**config.mk**
```make
export PLATFORM = sky130hd
export DESIGN_NAME = load_transfer_instr_decode
export DESIGN_NICKNAME = d
export VERILOG_FILES = /design/src/logic/ltd_pkg.sv /design/src/logic/load_transfer_instr_decode.sv
export VERILOG_INCLUDE_DIRS = /design/src /design/src/logic
export SDC_FILE = /design/constraint.sdc
export NUM_CORES = 1
export LEC_CHECK = 0
export BUFFER_PORTS_ARGS = -buffer_cell sky130_fd_sc_hd__buf_2
export CAP_MARGIN = 20
export CORE_MARGIN = 5
export CORE_UTILIZATION = 40
export DETAILED_ROUTE_END_ITERATION = 7
export MAX_ROUTING_LAYER = met4
export SETUP_SLACK_MARGIN = 0.4
export SLEW_MARGIN = 20
export SYNTH_ARGS = -nofsm -noshare
export SYNTH_HDL_FRONTEND = slang
export SYNTH_SLANG_ARGS = --single-unit
export TNS_END_PERCENT = 30
```
**constraint.sdc**
```tcl
create_clock -name ref_clk -period 2.5 [get_ports ref_clk]
set_input_delay 0.125 -clock ref_clk [delete_from_list [all_inputs] [get_ports ref_clk]]
set_output_delay 0.125 -clock ref_clk [all_outputs]
set_load 0.02 [all_outputs]
```
**src/logic/ltd_defines.svh**
```systemverilog
/*
  Opcode patterns and reset values for the load/transfer decoder.
  Assumes 10-bit instruction words, bit 9 first as written in opcode tables.
*/
`ifndef LTD_DEFINES_SVH
`define LTD_DEFINES_SVH

// six-bit prefixes of the immediate-operand opcodes
`define OPH_ACC_LOAD_IMM     6'h23
`define OPH_AUX_LOAD_IMM     6'h20
`define OPH_MEM_IMM_ROW_INC  6'h29
`define OPH_COL_PTR_LOAD_IMM 6'h22
`define OPH_ROW_PTR_LOAD_IMM 6'h21
`define OPH_ACC_FROM_MR      6'h27
`define OPH_SWAP_MR_ACC      6'h2F
// eight-bit prefix of the bank pointer immediate load
`define OPB_BANK_PTR_LOAD_IMM 8'h3C
// full ten-bit opcodes
`define OP_ACC_FROM_BANK_PTR 10'h100
`define OP_BANK_PTR_FROM_ACC 10'h110
`define OP_SECOND_WORD       10'h000
`define OP_SWAP_COL          10'h001
`define OP_SWAP_ROW          10'h002
`define OP_SWAP_BOTH         10'h003
`define OP_ACC_FROM_AUX      10'h048
`define OP_AUX_FROM_ACC      10'h0C8
`define OP_ACC_FROM_ROW      10'h0AF
`define OP_ACC_FROM_SPX      10'h068
`define OP_ACC_FROM_SPY      10'h058
`define OP_COL_FROM_ACC      10'h0E8
`define OP_ROW_FROM_ACC      10'h0D8
`define OP_ROW_INC           10'h05C
`define OP_ROW_DEC           10'h0DF
`define OP_ROW_ADD_ACC       10'h054
`define OP_ROW_SUB_ACC       10'h0D4
// instruction word field positions
`define FLD_PFX6_HI 9
`define FLD_PFX6_LO 4
`define FLD_PFX8_LO 2
`define FLD_IMM_HI 3
`define FLD_IMM_LO 0
`define FLD_BANK_HI 1
// reset values
`define NIB_RESET  4'h0
`define BANK_RESET 2'h0

`endif

```
**src/logic/ltd_pkg.sv**
```systemverilog
/*
  Types shared by the load/transfer decoder.
  Assumes ltd_defines.svh for the numeric constants.
*/
`default_nettype none
package ltd_pkg;
  typedef enum logic [0:0] {
    PH_FIRST = 1'b0,
    PH_SECOND = 1'b1
  } phase_t;

  // one RAM write toward the data memory
  typedef struct packed {
    logic we;
    logic [9:0] addr;
    logic [3:0] data;
  } mem_wr_t;

  // every register the decoder owns
  typedef struct packed {
    phase_t phase;
    logic [3:0] acc;
    logic [3:0] aux;
    logic [1:0] bank;
    logic [3:0] col;
    logic [3:0] row;
    logic [3:0] spare_col;
    logic [3:0] spare_row;
    logic status;
    logic second_skipped;
    mem_wr_t mem_wr;
    logic [15:0][3:0] mr;
  } ltd_state_t;
endpackage
`default_nettype wire

```
**src/logic/load_transfer_instr_decode.sv**
```systemverilog
/*
  Load and transfer instruction decoder/executor of a 4-bit core.
  Assumes one instruction word per clock from the fetch path on the
  same clock; the data RAM takes the registered write port.
*/
// How it works
// - The core has 101 instructions in ten groups; this block runs the immediate, register transfer and RAM pointer groups.
// - Prefix 100011 copies the low four bits into the accumulator in one word and one cycle.
// - Prefix 100000 copies the low four bits into the auxiliary data register in one word and one cycle.
// - Prefix 101001 writes the immediate to the pointed RAM nibble, bumps the row pointer and reports not-zero, in one cycle.
// - The bank pointer immediate load takes the two lowest bits into the bank pointer in one cycle.
// - Prefix 100010 loads the immediate into the column pointer in one cycle.
// - Prefix 100001 loads the immediate into the row pointer in one cycle.
// - Bank pointer to accumulator takes two words and two cycles, the second an all-zero word that is consumed.
// - Accumulator to bank pointer takes two words and two cycles, the all-zero second word fetched and skipped.
// - The combined swap exchanges column and row pointers with their spare copies at once in one cycle.
// - Register-indirect RAM addresses are bank, column and row pointers joined into ten bits.
// - The four-bit operand of memory-register load and exchange picks one of sixteen memory-register slots.
`default_nettype none
`include "ltd_defines.svh"

module load_transfer_instr_decode (
  // clock and reset
  input wire logic ref_clk,
  input wire logic arst_n,
  // instruction words from the fetch path
  input wire logic instr_valid,
  input wire logic [9:0] instr_word,
  // data RAM write port
  output var ltd_pkg::mem_wr_t mem_wr,
  // architectural registers
  output logic [3:0] acc,
  output logic [3:0] aux,
  output logic [1:0] bank_ptr,
  output logic [3:0] col_ptr,
  output logic [3:0] row_ptr,
  output logic [3:0] spare_column_pointer,
  output logic [3:0] spare_row_pointer,
  // status and sequencing
  output logic status_flag,
  output logic second_word_skipped
);
  import ltd_pkg::*;

  ltd_state_t st_reg;
  ltd_state_t st_next;
  logic [5:0] hi6;
  logic [7:0] hi8;
  logic [3:0] imm4;
  logic [1:0] imm2;
  logic [4:0] sum5;
  logic [4:0] diff5;

  // opcode prefixes and operand fields cut from the word once
  assign hi6 = instr_word[`FLD_PFX6_HI:`FLD_PFX6_LO];
  assign hi8 = instr_word[`FLD_PFX6_HI:`FLD_PFX8_LO];
  assign imm4 = instr_word[`FLD_IMM_HI:`FLD_IMM_LO];
  assign imm2 = instr_word[`FLD_BANK_HI:`FLD_IMM_LO];
  assign sum5 = {1'b0, st_reg.row} + {1'b0, st_reg.acc};
  assign diff5 = {1'b0, st_reg.row} - {1'b0, st_reg.acc};

  // decode and execute one word per valid cycle
  always_comb begin
    st_next = st_reg;
    st_next.mem_wr.we = 1'b0;
    st_next.second_skipped = 1'b0;
    if (instr_valid) begin
      if (st_reg.phase == PH_SECOND) begin
        // padding word is consumed whatever it holds, the source owes zeros
        st_next.phase = PH_FIRST;
        st_next.second_skipped = 1'b1;
      end else begin
        // only three of the core's groups decode here
        case (hi6)
          `OPH_ACC_LOAD_IMM: st_next.acc = imm4;
          `OPH_AUX_LOAD_IMM: st_next.aux = imm4;
          `OPH_COL_PTR_LOAD_IMM: st_next.col = imm4;
          `OPH_ROW_PTR_LOAD_IMM: st_next.row = imm4;
          `OPH_MEM_IMM_ROW_INC: begin
            st_next.mem_wr.we = 1'b1;
            st_next.mem_wr.addr = {st_reg.bank, st_reg.col, st_reg.row};
            st_next.mem_wr.data = imm4;
            st_next.row = st_reg.row + 4'h1;
            st_next.status = (st_reg.row != 4'hF);
          end
          `OPH_ACC_FROM_MR: begin
            st_next.acc = st_reg.mr[imm4];
          end
          `OPH_SWAP_MR_ACC: begin
            st_next.acc = st_reg.mr[imm4];
            st_next.mr[imm4] = st_reg.acc;
          end
          default: begin
            if (hi8 == `OPB_BANK_PTR_LOAD_IMM) begin
              st_next.bank = imm2;
            end else begin
              case (instr_word)
                `OP_ACC_FROM_BANK_PTR: begin
                  st_next.acc = {2'h0, st_reg.bank};
                  st_next.phase = PH_SECOND;
                end
                `OP_BANK_PTR_FROM_ACC: begin
                  st_next.bank = st_reg.acc[`FLD_BANK_HI:`FLD_IMM_LO];
                  st_next.phase = PH_SECOND;
                end
                `OP_SWAP_COL: begin
                  st_next.col = st_reg.spare_col;
                  st_next.spare_col = st_reg.col;
                end
                `OP_SWAP_ROW: begin
                  st_next.row = st_reg.spare_row;
                  st_next.spare_row = st_reg.row;
                end
                `OP_SWAP_BOTH: begin
                  st_next.col = st_reg.spare_col;
                  st_next.spare_col = st_reg.col;
                  st_next.row = st_reg.spare_row;
                  st_next.spare_row = st_reg.row;
                end
                `OP_ACC_FROM_AUX: st_next.acc = st_reg.aux;
                `OP_AUX_FROM_ACC: st_next.aux = st_reg.acc;
                `OP_ACC_FROM_ROW: st_next.acc = st_reg.row;
                `OP_ACC_FROM_SPX: st_next.acc = st_reg.spare_col;
                `OP_ACC_FROM_SPY: st_next.acc = st_reg.spare_row;
                `OP_COL_FROM_ACC: st_next.col = st_reg.acc;
                `OP_ROW_FROM_ACC: st_next.row = st_reg.acc;
                `OP_ROW_INC: begin
                  st_next.row = st_reg.row + 4'h1;
                  st_next.status = (st_reg.row != 4'hF);
                end
                `OP_ROW_DEC: begin
                  st_next.row = st_reg.row - 4'h1;
                  st_next.status = (st_reg.row != 4'h0);
                end
                `OP_ROW_ADD_ACC: begin
                  st_next.row = sum5[3:0];
                  st_next.status = sum5[4];
                end
                `OP_ROW_SUB_ACC: begin
                  st_next.row = diff5[3:0];
                  st_next.status = ~diff5[4];
                end
                // other groups belong to neighbouring decoders
                default: st_next = st_next;
              endcase
            end
          end
        endcase
      end
    end
  end

  // every register resets to a constant
  always_ff @(posedge ref_clk or negedge arst_n) begin
    if (!arst_n) begin
      st_reg <= '0;
      st_reg.phase <= PH_FIRST;
      st_reg.bank <= `BANK_RESET;
      st_reg.acc <= `NIB_RESET;
    end else begin
      st_reg <= st_next;
    end
  end

  // outputs taken straight from the state flops
  assign mem_wr = st_reg.mem_wr;
  assign acc = st_reg.acc;
  assign aux = st_reg.aux;
  assign bank_ptr = st_reg.bank;
  assign col_ptr = st_reg.col;
  assign row_ptr = st_reg.row;
  assign spare_column_pointer = st_reg.spare_col;
  assign spare_row_pointer = st_reg.spare_row;
  assign status_flag = st_reg.status;
  assign second_word_skipped = st_reg.second_skipped;

  logic first_ok;
  assign first_ok = instr_valid && (st_reg.phase == PH_FIRST);
endmodule
`default_nettype wire

```
==> key figures <==
Outcome
  • Outcome: completed

Synthesis
  • Post-synth EDFFs: 0
  • Syn Inst Count: 597
  • Avg Inst Size Synth: 10.6 µm²
  • Mapped Nets: 622
  • Async set-reset flop share out of synthesis: 100%
  • Sequential share of the synthesized area: 42.5%
  • Mapped cell area: 6360 µm²
  • Post-synth top flop: dfrtp_1
  • Synth area leader: dfrtp_1
  • Synth Warn #: 0
  • Synth top area share: 42.5%
  • Top cells by area, synth: dfrtp_1 43%, mux2_2 13%, mux4_2 6.4%
  • Synth Register Bits: 108
  • Synth cell types: 65

Worst setup path
  • CP Class: register to register
  • Worst flop-to-flop path startpoint: st_reg[107]
  • Cells on worst reg2reg path: 6
  • CP arrival: 2.33 ns
  • CP Data Required Time: 2.74 ns
  • Max Fanout on Critical Path: 4
  • Flop-to-flop setup slack: 0.41 ns
  • Setup crit end kind: register
  • Worst setup SP type: register

GRT
  • Tot GR Track Use: 19.5%
  • Initial antenna violation count: 0
  • Largest net degree at the start of global routing: 55
  • GR Overflow Total: 0
  • Vias in the first global route: 4710
  • First-pass GRT wire length: 26900 µm

Timing
  • Worst Max-Slew Pin Slew: 0.715 ns
  • Final hold slack: 0.0287 ns
  • Headroom to the max-slew limit: 52.4%
  • Final setup viols: 0
  • Max Fclk: 478 MHz
  • Post-layout minimum cycle time: 2.09 ns
  • Final Cycle Share: 83.6%
  • TNS Setup: 0 ns
  • Endpoints failing hold: 0
  • Clock skew: 0.00803 ns
  • Final WS setup: 0.409 ns
  • Max Slew Vio Count: 0
  • RSZ-0062 raised after global routing: true

Run
  • Max-Cap Viols: 0

Power
  • Leakage Power: 0.00329 µW
  • Clk network pwr share: 30.4%
  • Sw Share: 33.9%
  • VDD IR max: 0.000369 V
  • Cell-internal power: 3040 µW
  • Switching power total: 1560 µW
  • Pwr dens: 648 nW/µm²
  • Sequential share of power: 42.9%
  • Logic pwr share: 26.7%

Die
  • Die Height: 136 µm
  • Starting density of the core: 40.5%
  • Die ar.: 18500 µm²
  • Die width: 136 µm
  • Core box area: 15700 µm²
  • I/O pin count: 56
  • Rows: 46

Routing
  • Vias post-DR: 4669
  • Post-route antenna net violation count: 0
  • DRT Wirelength: 16800 µm
  • Per-cell routed wire length: 19.7 µm
  • DR DRC count: 0
  • Initial DRC Count: 519
  • Vias per cell: 5.47
  • TritonRoute pass-1 iters: 5

Hold path
  • Worst hold path type: primary input to register
  • Hold path endpoint: second_word_skipped
  • Worst hold start: instr_valid
  • Worst Hold Path Cells: 2

Clock network
  • CTS tree: done
  • Clock Path Buffers: 2
  • Clk slew on worst S/H paths: 0.07 ns
  • Worst skew pair latency: 0.36 ns
  • H-tree depth: 3
  • Clock tree sinks: 108
  • Clock Tree Root: clkbuf_16
  • Num CTS Buffers: 9

Placement
  • GPL Wtd Cong: 0.948
  • Hpwl dp: 12500 µm
  • Port bufs: 55
  • DP Worst Slack: 0.0713 ns

Final layout
  • NumNets Final: 658
  • P&R area growth vs syn: 11.7%
  • Share of layout cells above drive strength 1: 36.1%
  • # diodes: 0
## stage by stage
step / instances / total power (µW) / instance area [µm²] / util [%]
after floorplan: 597 / 2840 / 6360 / -
after global placement: 836 / 3200 / 6770 / 43.1
after detailed placement: 836 / 3200 / 6770 / 43.1
after CTS: 853 / 4610 / 7080 / 45.0
after global routing: 853 / 4820 / 7100 / 45.2
final: 853 / 4600 / 7100 / 45.2
## placed cells by master (no fill, tap or decap), types with 7 or more instances in the layout
master and n:
o21ai_0 19, nand3_1 11, a31oi_1 7, inv_1 13, mux2i_1 9, clkbuf_16 9, dfrtp_1 106, nand2b_1 8
nor2b_1 9, mux2_2 74, ha_1 8, nand2_1 59, a21oi_1 33, nor2_1 54, nor3_1 8, buf_2 54
buf_4 45, mux4_2 18
## layout make-up
class	count	area [µm²]
clock buffer	11	253
sequential	108	2710
clock inverter	4	33.8
multi-input combinational	401	3170
tap	216	270
inverter	13	48.8
fill	1457	8610
timing repair buffer	100	618
## kinds of logic (layout without fill, tap and decap cells)
family                   Yosys count  in the layout  share of synthesized area, %
multiplexers                     101            101                          20.9
flip-flops                       108            108                          42.5
adder cells (fa/ha/maj)           12             12                          2.60
AO/OA/AOI/OAI                    101            101                          10.7
buffers and inverters             88            128                          7.95
XOR/XNOR                           6              6                         0.827
AND/OR/NAND/NOR                  181            181                          14.5
## worst max-delay path by stage
| stage | from | end | slack (ns) | depth (start not counted) |
|---|---|---|---|---|
| final | st_reg[107] | register | 0.41 | 6 |
| after global routing | st_reg[107] | register | 0.32 | 6 |
| after CTS | st_reg[107] | register | 0.38 | 6 |
| after detailed placement | instr_word[9] | register | 0.07 | 8 |
| after global placement | instr_word[9] | register | -0.04 | 8 |
| after floorplan | row_ptr[0] | row_ptr[2] | 0.40 | 9 |
## worst max-delay path: stages, from the launching register on
cell	delay [ns]
dfrtp_1	0.40
nand2b_1	0.18
nor3_1	0.27
buf_4	0.19
nand3_1	0.20
nor2_1	0.35
mux2_2	0.39
## what timing repair did
action / 4_1_cts / 5_1_grt
hold buffers: 1 / 0
endpoints found under the hold margin: 51 / 0
endpoints found under the setup margin: 5 / 48
buffers inserted: 1 / 0
pin swaps: 0 / 5
resized for setup: 2 / 7
## power by group through the flow
stage / sequential (µW) / clock [µW] / combinational [µW]
floorplan: 1980 / 0 / 858
global placement: 2000 / 0 / 1200
detailed placement: 2000 / 0 / 1200
CTS: 1970 / 1420 / 1220
global route: 1990 / 1490 / 1330
finish: 1970 / 1400 / 1230
## cell usage after synthesis, types with 2 or more instances
cell	n
buf_4	42
nor3_2	5
a21oi_1	33
buf_2	8
a211oi_1	2
o31ai_1	2
nand2b_1	8
clkbuf_1	22
dfrtp_1	108
o211ai_1	6
and3_1	2
ha_1	10
o21ai_0	19
mux4_2	18
a32o_1	2
o311a_1	2
nand2_1	59
mux2_2	74
mux2i_1	9
and2_1	3
o221ai_1	3
nand3_1	11
o22ai_1	2
inv_1	13
nor3_1	8
or3_1	4
buf_1	2
nand4_1	2
nor2b_1	9
o21a_1	4
a31oi_1	7
nor2_1	56
nor4_4	2
xnor2_1	6
a21o_1	3
fa_1	2
## per-layer routing
layer | up-vias | global-route usage, % | wire length [µm]
li1 | 2153 | - | -
met1 | 2295 | 26.0 | 7490
met2 | 175 | 29.3 | 7870
met3 | 46 | 3.22 | 820
met4 | 0 | 9.01 | 662
met5 | - | - | 0
(Power assumes the default switching activity.)
